[config.mk]
export PLATFORM = sky130hd
export DESIGN_NAME = reset_and_clock_control
export DESIGN_NICKNAME = d
export VERILOG_FILES = /design/src/hw/rcc_pkg.sv /design/src/hw/reg_bus_if.sv /design/src/hw/reset_and_clock_control.sv /design/src/hw/ahb_reg_port.sv /design/src/hw/rx_reset_detect.sv
export SDC_FILE = /design/constraint.sdc
export NUM_CORES = 1
export LEC_CHECK = 0
export BUFFER_PORTS_ARGS = -buffer_cell sky130_fd_sc_hd__buf_2
export CAP_MARGIN = 25
export CORE_MARGIN = 3
export CORE_UTILIZATION = 30
export CTS_BUF_LIST = sky130_fd_sc_hd__clkbuf_8
export DETAILED_ROUTE_END_ITERATION = 10
export GPL_TIMING_DRIVEN = 0
export PLACE_DENSITY_LB_ADDON = 0.2
export RECOVER_POWER = 100
export SYNTH_ARGS = -nofsm -noshare
export SYNTH_HDL_FRONTEND = slang
export SYNTH_HIERARCHICAL = 1
export SYNTH_SLANG_ARGS = --single-unit
export TNS_END_PERCENT = 50
[constraint.sdc]
create_clock -name ref_clk -period 5.2 [get_ports ref_clk]
set_input_delay 1.3 -clock ref_clk [delete_from_list [all_inputs] [get_ports ref_clk]]
set_output_delay 1.3 -clock ref_clk [all_outputs]
set_load 0.05 [all_outputs]
[src/hw/rcc_pkg.sv]
// Shared constants and types for reset and clock control
package rcc_pkg;
  // ****************
  // Timing
  // ****************
  localparam int CLK_PERIOD_NS = 100;
  localparam int POR_EXIT_NS = 500_000;
  localparam int RX_EXIT_NS = 900_000;
  localparam int SW_EXIT_NS = 650_000;
  localparam int CHECK_NS = 1_250_000;
  localparam int RX_LOW_NS = 70_000_000;
  localparam int RX_RAM_NS = 30_900_000;
  function automatic int ceil_cyc(input int ns);
    int c;
    c = (ns + CLK_PERIOD_NS - 1) / CLK_PERIOD_NS;
    return (c < 1) ? 1 : c;
  endfunction
  localparam int POR_EXIT_CYC = ceil_cyc(POR_EXIT_NS);
  localparam int RX_EXIT_CYC = ceil_cyc(RX_EXIT_NS);
  localparam int SW_EXIT_CYC = ceil_cyc(SW_EXIT_NS);
  localparam int CHECK_CYC = ceil_cyc(CHECK_NS);
  localparam int RX_LOW_CYC = RX_LOW_NS / CLK_PERIOD_NS;
  localparam int RX_RAM_CYC = ceil_cyc(RX_RAM_NS);
  localparam int CNT_W = 20;
  // ****************
  // Register map, word indices
  // ****************
  localparam int IDX_W = 9;
  localparam logic [8:0] SYS_STATUS_IDX = 9'h0ca;
  localparam logic [8:0] SYS_CONTROL_IDX = 9'h180;
  localparam logic [8:0] SOFT_KEY_IDX = 9'h1bf;
  localparam logic [8:0] OSC_CONTROL_IDX = 9'h1c0;
  localparam logic [8:0] SEQ_STATUS_IDX = 9'h1c1;
  localparam logic [2:0] HSIZE_WORD = 3'h2;
  localparam int CAUSE_LSB = 3;
  localparam int RATE_LSB = 20;
  localparam int METER_CLK_BIT = 19;
  localparam int TRIM_LSB = 7;
  localparam int BOOST_BIT = 6;
  localparam int OSC_EN_BIT = 0;
  localparam logic [31:0] SYS_CONTROL_MASK = 32'h0038_0fc0;
  localparam logic [31:0] SYS_CONTROL_RESET = 32'h0000_0000;
  localparam logic [31:0] SOFT_KEY_RESET = 32'h0000_0000;
  localparam logic OSC_EN_RESET = 1'b1;
  localparam logic [31:0] SOFT_KEY = 32'h4572_beaf;
  localparam logic [2:0] CAUSE_POR = 3'h1;
  localparam logic [2:0] CAUSE_RX = 3'h3;
  localparam logic [2:0] CAUSE_SW = 3'h4;
  typedef enum logic [2:0] {
    ST_POR_HOLD, ST_RX_HOLD, ST_EXIT, ST_CHECK, ST_READY, ST_FAULT
  } seq_state_t;
  function automatic logic is_mapped(input logic [8:0] idx);
    return idx == SYS_STATUS_IDX || idx == SYS_CONTROL_IDX ||
      idx == SOFT_KEY_IDX || idx == OSC_CONTROL_IDX ||
      idx == SEQ_STATUS_IDX;
  endfunction
endpackage

[src/hw/reg_bus_if.sv]
// Internal register access path between bus port and register file
`timescale 1ns/1ps
`default_nettype none
interface reg_bus_if;
  logic wrStrobe;
  logic [rcc_pkg::IDX_W-1:0] index;
  logic [31:0] wdata;
  logic [31:0] rdata;
  modport port (output wrStrobe, output index, output wdata,
    input rdata);
  modport regs (input wrStrobe, input index, input wdata,
    output rdata);
endinterface
`default_nettype wire

[src/hw/reset_and_clock_control.sv]
// Reset sequencer and oscillator clock configuration, top level
//
// Design decision made here: the AHB-Lite interface to the registers.
`timescale 1ns/1ps
`default_nettype none
module reset_and_clock_control #(
  parameter int POR_EXIT_CYCLES = rcc_pkg::POR_EXIT_CYC,
  parameter int RX_EXIT_CYCLES = rcc_pkg::RX_EXIT_CYC,
  parameter int SW_EXIT_CYCLES = rcc_pkg::SW_EXIT_CYC,
  parameter int CHECK_CYCLES = rcc_pkg::CHECK_CYC,
  parameter int RX_LOW_CYCLES = rcc_pkg::RX_LOW_CYC,
  parameter int RX_RAM_CYCLES = rcc_pkg::RX_RAM_CYC
) (
  // Clock and reset
  input wire logic ref_clk,
  input wire logic reset_n,
  input wire logic clkEnable,
  // AHB-Lite slave
  input wire logic hsel,
  input wire logic [31:0] haddr,
  input wire logic [1:0] htrans,
  input wire logic hwrite,
  input wire logic [2:0] hsize,
  input wire logic hready,
  input wire logic [31:0] hwdata,
  output logic hreadyout,
  output logic [31:0] hrdata,
  output logic hresp,
  // Pins
  input wire logic coreSupplyOk,
  input wire logic rxPin,
  // RAM self-check
  input wire logic ramCheckFail,
  output logic ramCheckRun,
  output logic ramAccessEnable,
  // Reset and interface enables
  output logic chipReset_n,
  output logic uartEnable,
  // Oscillator and clock selection
  output logic fastOscEnable,
  output logic slowOscEnable,
  output logic [1:0] converterRateSelect,
  output logic meterClockSelect,
  output logic [4:0] fastOscTrim,
  output logic fastOscBoost
);
  import rcc_pkg::*;

  // ****************
  // Inputs
  // ****************
  reg_bus_if bus ();
  logic [1:0] supSync_ff, nxt_supSync;
  logic supplyOk, rxLowLong, rxHigh, keyHit;

  ahb_reg_port u_port (
    .ref_clk(ref_clk),
    .reset_n(reset_n),
    .clkEnable(clkEnable),
    .hsel(hsel),
    .haddr(haddr),
    .htrans(htrans),
    .hwrite(hwrite),
    .hsize(hsize),
    .hready(hready),
    .hwdata(hwdata),
    .hreadyout(hreadyout),
    .hrdata(hrdata),
    .hresp(hresp),
    .bus(bus.port)
  );

  rx_reset_detect #(.LOW_CYC(RX_LOW_CYCLES)) u_rx (
    .ref_clk(ref_clk),
    .reset_n(reset_n),
    .clkEnable(clkEnable),
    .rxPin(rxPin),
    .rxLowLong(rxLowLong),
    .rxHigh(rxHigh)
  );

  assign nxt_supSync = {supSync_ff[0], coreSupplyOk};
  assign supplyOk = supSync_ff[1];

  // ****************
  // Sequencer
  // ****************
  seq_state_t state_ff, nxt_state;
  logic [CNT_W-1:0] cnt_ff, nxt_cnt;
  logic [2:0] cause_ff, nxt_cause;
  logic run_ff, ram_ff, check_ff;
  logic nxt_run;

  function automatic logic is_running(input seq_state_t s);
    return s == ST_CHECK || s == ST_READY || s == ST_FAULT;
  endfunction

  // A hold state owns the chip until its source lets go
  assign keyHit = bus.wrStrobe && bus.index == SOFT_KEY_IDX &&
    bus.wdata == SOFT_KEY && state_ff != ST_POR_HOLD &&
    state_ff != ST_RX_HOLD;

  always_comb begin
    nxt_state = state_ff;
    nxt_cnt = cnt_ff;
    nxt_cause = cause_ff;
    if (!supplyOk) begin
      nxt_state = ST_POR_HOLD;
      nxt_cause = CAUSE_POR;
    end else if (rxLowLong && state_ff != ST_RX_HOLD) begin
      nxt_state = ST_RX_HOLD;
      nxt_cause = CAUSE_RX;
    end else if (keyHit) begin
      nxt_state = ST_EXIT;
      nxt_cause = CAUSE_SW;
      nxt_cnt = CNT_W'(SW_EXIT_CYCLES - 1);
    end else begin
      case (state_ff)
        ST_POR_HOLD: begin
          nxt_state = ST_EXIT;
          nxt_cnt = CNT_W'(POR_EXIT_CYCLES - 1);
        end
        ST_RX_HOLD: begin
          if (rxHigh) begin
            nxt_state = ST_EXIT;
            nxt_cnt = CNT_W'(RX_EXIT_CYCLES - 1);
          end
        end
        ST_EXIT: begin
          if (cnt_ff == '0) begin
            nxt_state = ST_CHECK;
            // After a line reset the RAM wait runs from line release
            if (cause_ff == CAUSE_RX) begin
              nxt_cnt = CNT_W'(RX_RAM_CYCLES - RX_EXIT_CYCLES - 1);
            end else begin
              nxt_cnt = CNT_W'(CHECK_CYCLES - 1);
            end
          end else begin
            nxt_cnt = cnt_ff - 1'b1;
          end
        end
        ST_CHECK: begin
          if (ramCheckFail) begin
            nxt_state = ST_FAULT;
          end else if (cnt_ff == '0) begin
            nxt_state = ST_READY;
          end else begin
            nxt_cnt = cnt_ff - 1'b1;
          end
        end
        ST_READY: begin
        end
        ST_FAULT: begin
        end
        default: begin
          nxt_state = ST_POR_HOLD;
        end
      endcase
    end
    nxt_run = is_running(nxt_state);
  end

  always_ff @(posedge ref_clk) begin
    if (!reset_n) begin
      supSync_ff <= 2'h0;
      state_ff <= ST_POR_HOLD;
      cnt_ff <= '0;
      cause_ff <= CAUSE_POR;
      run_ff <= 1'b0;
      ram_ff <= 1'b0;
      check_ff <= 1'b0;
    end else if (clkEnable) begin
      supSync_ff <= nxt_supSync;
      state_ff <= nxt_state;
      cnt_ff <= nxt_cnt;
      cause_ff <= nxt_cause;
      run_ff <= nxt_run;
      ram_ff <= nxt_state == ST_READY;
      check_ff <= nxt_state == ST_CHECK;
    end
  end

  // ****************
  // Registers
  // ****************
  logic [31:0] system_control_ff, nxt_system_control, key_ff, nxt_key;
  logic oscEn_ff, nxt_oscEn;

  always_comb begin
    nxt_system_control = system_control_ff;
    nxt_key = key_ff;
    nxt_oscEn = oscEn_ff;
    if (!nxt_run) begin
      nxt_system_control = SYS_CONTROL_RESET;
      nxt_key = SOFT_KEY_RESET;
      nxt_oscEn = OSC_EN_RESET;
    end else if (bus.wrStrobe) begin
      case (bus.index)
        SYS_CONTROL_IDX: nxt_system_control = bus.wdata & SYS_CONTROL_MASK;
        SOFT_KEY_IDX: nxt_key = bus.wdata;
        OSC_CONTROL_IDX: nxt_oscEn = bus.wdata[OSC_EN_BIT];
        default: begin
        end
      endcase
    end
  end

  always_ff @(posedge ref_clk) begin
    if (!reset_n) begin
      system_control_ff <= SYS_CONTROL_RESET;
      key_ff <= SOFT_KEY_RESET;
      oscEn_ff <= OSC_EN_RESET;
    end else if (clkEnable) begin
      system_control_ff <= nxt_system_control;
      key_ff <= nxt_key;
      oscEn_ff <= nxt_oscEn;
    end
  end

  always_comb begin
    bus.rdata = 32'h0000_0000;
    case (bus.index)
      SYS_STATUS_IDX: bus.rdata[CAUSE_LSB+:3] = cause_ff;
      SYS_CONTROL_IDX: bus.rdata = system_control_ff;
      SOFT_KEY_IDX: bus.rdata = key_ff;
      OSC_CONTROL_IDX: bus.rdata[OSC_EN_BIT] = oscEn_ff;
      SEQ_STATUS_IDX: bus.rdata[2:0] =
        {state_ff == ST_FAULT, !run_ff, ram_ff};
      default: bus.rdata = 32'h0000_0000;
    endcase
  end

  // ****************
  // Outputs
  // ****************
  assign chipReset_n = run_ff;
  assign uartEnable = run_ff;
  assign ramAccessEnable = ram_ff;
  assign ramCheckRun = check_ff;
  assign fastOscEnable = oscEn_ff;
  // No register bit reaches this; the slow clock cannot be stopped
  assign slowOscEnable = 1'b1;
  assign converterRateSelect = system_control_ff[RATE_LSB+:2];
  assign meterClockSelect = system_control_ff[METER_CLK_BIT];
  assign fastOscTrim = system_control_ff[TRIM_LSB+:5];
  assign fastOscBoost = system_control_ff[BOOST_BIT];

  // ****************
  // Checks
  // ****************
  logic [CNT_W-1:0] exitLen_ff;
  logic [CNT_W-1:0] exitWant;

  always_ff @(posedge ref_clk) begin
    if (!reset_n) begin
      exitLen_ff <= '0;
    end else if (clkEnable) begin
      exitLen_ff <= (state_ff == ST_EXIT && nxt_state == ST_EXIT &&
        !keyHit) ? exitLen_ff + 1'b1 : '0;
    end
  end

  assign exitWant = (cause_ff == CAUSE_RX) ?
    CNT_W'(RX_EXIT_CYCLES - 1) : (cause_ff == CAUSE_SW) ?
    CNT_W'(SW_EXIT_CYCLES - 1) : CNT_W'(POR_EXIT_CYCLES - 1);
endmodule // reset_and_clock_control
`default_nettype wire

[src/hw/ahb_reg_port.sv]
// AHB-Lite slave front end with one wait state per transfer
`timescale 1ns/1ps
`default_nettype none
module ahb_reg_port (
  // Clock and reset
  input wire logic ref_clk,
  input wire logic reset_n,
  input wire logic clkEnable,
  // AHB-Lite
  input wire logic hsel,
  input wire logic [31:0] haddr,
  input wire logic [1:0] htrans,
  input wire logic hwrite,
  input wire logic [2:0] hsize,
  input wire logic hready,
  input wire logic [31:0] hwdata,
  output logic hreadyout,
  output logic [31:0] hrdata,
  output logic hresp,
  // Register side
  reg_bus_if.port bus
);
  import rcc_pkg::*;
  logic pend_ff, write_ff, hit_ff, ready_ff;
  logic nxt_pend, nxt_write, nxt_hit, nxt_ready;
  logic [IDX_W-1:0] idx_ff, nxt_idx;
  logic [31:0] rdata_ff, nxt_rdata;
  logic accept;

  assign accept = hsel && htrans[1] && hready;

  always_comb begin
    nxt_pend = pend_ff;
    nxt_write = write_ff;
    nxt_hit = hit_ff;
    nxt_idx = idx_ff;
    nxt_ready = ready_ff;
    nxt_rdata = rdata_ff;
    if (pend_ff) begin
      // Read sampled after any write of the previous transfer landed
      nxt_pend = 1'b0;
      nxt_ready = 1'b1;
      nxt_rdata = (!write_ff && hit_ff) ? bus.rdata : 32'h0000_0000;
    end else if (accept) begin
      nxt_pend = 1'b1;
      nxt_ready = 1'b0;
      nxt_write = hwrite;
      nxt_idx = haddr[IDX_W+1:2];
      nxt_hit = haddr[31:IDX_W+2] == '0 && haddr[1:0] == 2'h0 &&
        hsize == HSIZE_WORD && is_mapped(haddr[IDX_W+1:2]);
    end
  end

  always_ff @(posedge ref_clk) begin
    if (!reset_n) begin
      pend_ff <= 1'b0;
      write_ff <= 1'b0;
      hit_ff <= 1'b0;
      idx_ff <= '0;
      ready_ff <= 1'b1;
      rdata_ff <= 32'h0000_0000;
    end else if (clkEnable) begin
      pend_ff <= nxt_pend;
      write_ff <= nxt_write;
      hit_ff <= nxt_hit;
      idx_ff <= nxt_idx;
      ready_ff <= nxt_ready;
      rdata_ff <= nxt_rdata;
    end
  end

  assign bus.wrStrobe = pend_ff && write_ff && hit_ff;
  assign bus.index = idx_ff;
  assign bus.wdata = hwdata;
  assign hreadyout = ready_ff;
  assign hrdata = rdata_ff;
  assign hresp = 1'b0;
endmodule // ahb_reg_port
`default_nettype wire

[src/hw/rx_reset_detect.sv]
// Receive-line long-low detector with input synchroniser
`timescale 1ns/1ps
`default_nettype none
module rx_reset_detect #(
  parameter int LOW_CYC = rcc_pkg::RX_LOW_CYC
) (
  // Clock and reset
  input wire logic ref_clk,
  input wire logic reset_n,
  input wire logic clkEnable,
  // Pin and result
  input wire logic rxPin,
  output logic rxLowLong,
  output logic rxHigh
);
  import rcc_pkg::*;
  logic [1:0] sync_ff, nxt_sync;
  logic [CNT_W-1:0] cnt_ff, nxt_cnt;
  logic low_ff, nxt_low;

  always_comb begin
    nxt_sync = {sync_ff[0], rxPin};
    nxt_cnt = cnt_ff;
    if (sync_ff[1]) begin
      nxt_cnt = '0;
    end else if (cnt_ff != CNT_W'(LOW_CYC)) begin
      nxt_cnt = cnt_ff + 1'b1;
    end
    // Saturates, so a line held low for minutes still means one reset
    nxt_low = nxt_cnt == CNT_W'(LOW_CYC);
  end

  always_ff @(posedge ref_clk) begin
    if (!reset_n) begin
      sync_ff <= 2'h3;
      cnt_ff <= '0;
      low_ff <= 1'b0;
    end else if (clkEnable) begin
      sync_ff <= nxt_sync;
      cnt_ff <= nxt_cnt;
      low_ff <= nxt_low;
    end
  end

  assign rxLowLong = low_ff;
  assign rxHigh = sync_ff[1];
endmodule // rx_reset_detect
`default_nettype wire

==> results list <==
- The number of hold-slack violations in the final timing report is 0.
- Initial Util: 30.9%
* Area contributors post-synth: sky130_fd_sc_hd__dfxtp_1, sky130_fd_sc_hd__o2bb2ai_2, sky130_fd_sc_hd__nor2b_1
- RSZ-0062 raised after global routing: false
* Final routed DRC violation total: 0
* Sequential share of the synthesized area: 35.8%
- For this block, the initial DRC count from the detailed router was 615.
* Area grow syn2layout: 12.2%
- Counting every sink on the clock net gives 141.
- The run finished with clean final reports.
- Port-buffer cells: 91
- Clock latency at the later pin of the worst-skew pair: 0.46 ns
- Relative slew margins: 11.3%
- In this run the remaining antenna-violating nets after routing total 0.
- Routability-driven placement finished with a final weighted congestion of 0.853.
- The most used flip-flop cell after synthesis is sky130_fd_sc_hd__dfxtp_1.
* Final routed wire length divided by cell count: 17.9 um
- The tree is rooted in a sky130_fd_sc_hd__clkbuf_8.
- Max-cap violations in this run came to 0.
- After clock tree synthesis, the clock-pin slew on the worst setup and hold paths is 0.09 ns.
* Worst path required time: 5.59 ns
* Leading area contributor after synthesis: sky130_fd_sc_hd__dfxtp_1
* Std-Cell Rows: 58
* Time the final worst path needs with I/O delays and setup: 4.14 ns
* Number of hold-repair buffers added at the cts stage: 0
- After legalization and detailed placement, the total HPWL measured 18,200 um.
- The worst-case IR drop observed on VDD is 146 uV.
* Arrival time of data at the critical path endpoint: 4.53 ns
- In this run, placement finished with an instance count of 1,333.
- H-Tree Depth: 4
- The number of nets in the synthesized netlist is 993.
- Before antenna repair, the detailed router went through 5 iterations.
- TritonCTS created 17 clock buffers.
* Share of layout cells above drive strength 1: 14.2%
- The die is 168 um tall.
- Setup slack on the critical path of the routed design comes to 1.06 ns.
- Die Width: 168 um
- Total number of yosys warnings: 6
- TritonCTS built the clock tree.
- 0 antenna diodes ended up in the layout.
- Number of buffers on the longest clock path: 2
* Overall Global Routing Usage: 17.0%
* Number of distinct standard cells referenced by the synthesized netlist: 83
* Leakage Power: 3.08 nW
- Of the post-synthesis cell area, the dominant cell type holds 35.8%.
* Via-per-instance ratio: 5.27
* Cell count after synthesis: 912
* Io pins: 127
* Core region area: 0.0255 mm2
- Post-route non-filler standard cell count: 1,366
* Maximum operating frequency: 241 MHz
* Count of flip-flops with a built-in enable after synthesis: 0
* Power density cells: 242 mW/mm2
- For this run the aggregate overflow at the end of global routing stands at 0.
- Counting instances, the worst hold path has a depth of 1.
- The die covers 0.0283 mm2.
- In this run the worst path has a maximum fanout of 10.
* Setup Total Neg Slack: 0 ns
- Share of synthesized registers carrying an async set or reset: 0%
- Path category of the worst min-delay check: flop to flop
* Wire length of the first global-routing pass: 38,800 um
* # setup viols final: 0
- Maximum number of pins on one net before global-route repair: 17
- Counting cells, the worst reg-to-reg path comes to 9.
- The via count of the first global-routing pass came to 6,773.
- NumNets Final: 1,104
* Post-CTS Repair Setup Buffers: 0
- Place WS: 1.04 ns
- Slew at the pin closest to its max-slew limit: 1.31 ns
* Number of antenna violations at the first check in global routing: 0
- Hold Worst Slack: 0.460 ns
* Synthesized cell area: 0.00790 mm2
* Number of instances resized during post-cts repair: 0
- For this block, the via count after detailed routing is 7,198.
* Element type at the critical path start: flop
* CP endpoint kind: flop
- Final WL: 24,500 um
- On the final layout, the worst clock skew is 0.0197 ns.
- Total of flip-flops plus latches after synthesis: 141
- Dividing the synthesized area by the synthesized cell count gives 8.66 um2.
* Category of the critical setup timing path: flop to flop
- The final number of max-transition violations was 0.
* Portion of the clock cycle consumed by the worst path in the final layout: 79.7%
[metrics by stage]
stage	power [mW]	utilization (%)	area [um2]
finish	2.15	34.7	8860
global route	2.24	34.7	8860
detailed placement	1.33	34.3	8760
global placement	1.33	34.3	8760
floorplan	1.26	-	7900
CTS	2.18	35.7	9130
[critical path, stage by stage (launching register included)]
cell                       delay (ns)
sky130_fd_sc_hd__dfxtp_1         0.36
sky130_fd_sc_hd__inv_1           0.07
sky130_fd_sc_hd__ha_1            0.23
sky130_fd_sc_hd__nor4b_1         0.91
sky130_fd_sc_hd__nand4_1         0.36
sky130_fd_sc_hd__o311ai_0        1.16
sky130_fd_sc_hd__a21o_1          0.31
sky130_fd_sc_hd__buf_2           0.25
sky130_fd_sc_hd__o21ai_1         0.23
sky130_fd_sc_hd__a21oi_1         0.19
[logic make-up (layout without fill, tap and decap cells)]
logic type                 after synthesis  after routing  synth area share (%)
buffers and inverters                  146            270                  9.29
xor gates and xnor gates                13             13                  1.44
muxes                                   21             21                  2.68
AOI/OAI and AO/OA                      250            250                  25.2
and+or+nand+nor                        336            336                  25.0
DFF                                    141            141                  35.8
adders and majority gates                3              3                 0.475
other                                    2              2                0.0951
[registers in the layout, indices dropped and copies added, names as in the netlist]
name	flops
system_control_ff	9
u_port/hit_ff	1
u_rx/cnt_ff	20
cause_ff	3
cnt_ff	20
u_port/pend_ff	1
ramCheckRun	1
u_port/hrdata	32
u_port/bus.index	9
fastOscEnable	1
u_port/write_ff	1
ramAccessEnable	1
chipReset_n	1
u_rx/rxLowLong	1
state_ff	3
key_ff	32
u_rx/sync_ff	2
supSync_ff	2
u_port/hreadyout	1
[cell usage after synthesis, drive strengths merged, types with 4 or more instances]
cell,instances
nand3,36
o41ai,11
o31ai,6
nand4b,6
clkbuf,39
o21ai,39
o211ai,4
a21o,7
mux2i,20
o21a,5
o2bb2ai,39
a31oi,12
nand2b,6
a41oi,10
or4,9
dfxtp,141
xor2,4
nand3b,4
and2,26
a22o,12
or4b,5
or2,4
or3,9
nor2,50
nor4b,6
inv,47
a22oi,34
and3,4
nor2b,51
a32o,4
nand4,19
nor3,22
nand2,50
buf,57
a21oi,43
xnor2,9
nor4,17
[layout by cell type, fill, tap and decap left out, types with 18 or more instances in the layout]
cell type,instances
sky130_fd_sc_hd__a21oi_1,43
sky130_fd_sc_hd__a22oi_1,34
sky130_fd_sc_hd__and2_1,22
sky130_fd_sc_hd__buf_2,50
sky130_fd_sc_hd__buf_4,37
sky130_fd_sc_hd__clkbuf_1,93
sky130_fd_sc_hd__dfxtp_1,141
sky130_fd_sc_hd__inv_1,47
sky130_fd_sc_hd__mux2i_1,20
sky130_fd_sc_hd__nand2_1,50
sky130_fd_sc_hd__nand3_1,35
sky130_fd_sc_hd__nand4_1,18
sky130_fd_sc_hd__nor2_1,50
sky130_fd_sc_hd__nor2b_1,51
sky130_fd_sc_hd__nor3_1,18
sky130_fd_sc_hd__o21ai_0,31
sky130_fd_sc_hd__o2bb2ai_1,35
[final timing paths]
path / from / end / slack, ns
worst max-delay path: cnt_ff[0]$_SDFFE_PN0P_ / cnt_ff[14]$_SDFFE_PN0P_ / 1.06
worst min register to register: key_ff[29]$_SDFFE_PN0P_ / key_ff[29]$_SDFFE_PN0P_ / 0.46
worst min-delay path: key_ff[29]$_SDFFE_PN0P_ / key_ff[29]$_SDFFE_PN0P_ / 0.46
worst max register to register: cnt_ff[0]$_SDFFE_PN0P_ / cnt_ff[14]$_SDFFE_PN0P_ / 1.06
[power by group]
part | switching, mW | internal, mW | leakage, nW
registers | 0.00823 | 1.09 | 1.14
logic | 0.125 | 0.0772 | 1.77
clock network | 0.503 | 0.346 | 0.174
[routing by layer]
| metal | part of all wire, % | wire length [um] | track usage, % |
|---|---|---|---|
| met1 | 50 | 12100 | 25.2 |
| met2 | 44 | 10700 | 25.6 |
| met3 | 5.5 | 1350 | 3.57 |
| met4 | 1.1 | 259 | 2.92 |
| met5 | 0 | 0 | 0 |
[layout make-up]
class / count / area (um2)
Fill cell: 2729 / 16700
Multi-Input combinational cell: 625 / 4140
Sequential cell: 141 / 2820
Buffer: 96 / 536
Tap cell: 330 / 413
Timing Repair Buffer: 92 / 399
Clock buffer: 17 / 234
Inverter: 50 / 188
Clock inverter: 15 / 131
Note: power is estimated with default switching activity, not from simulation.
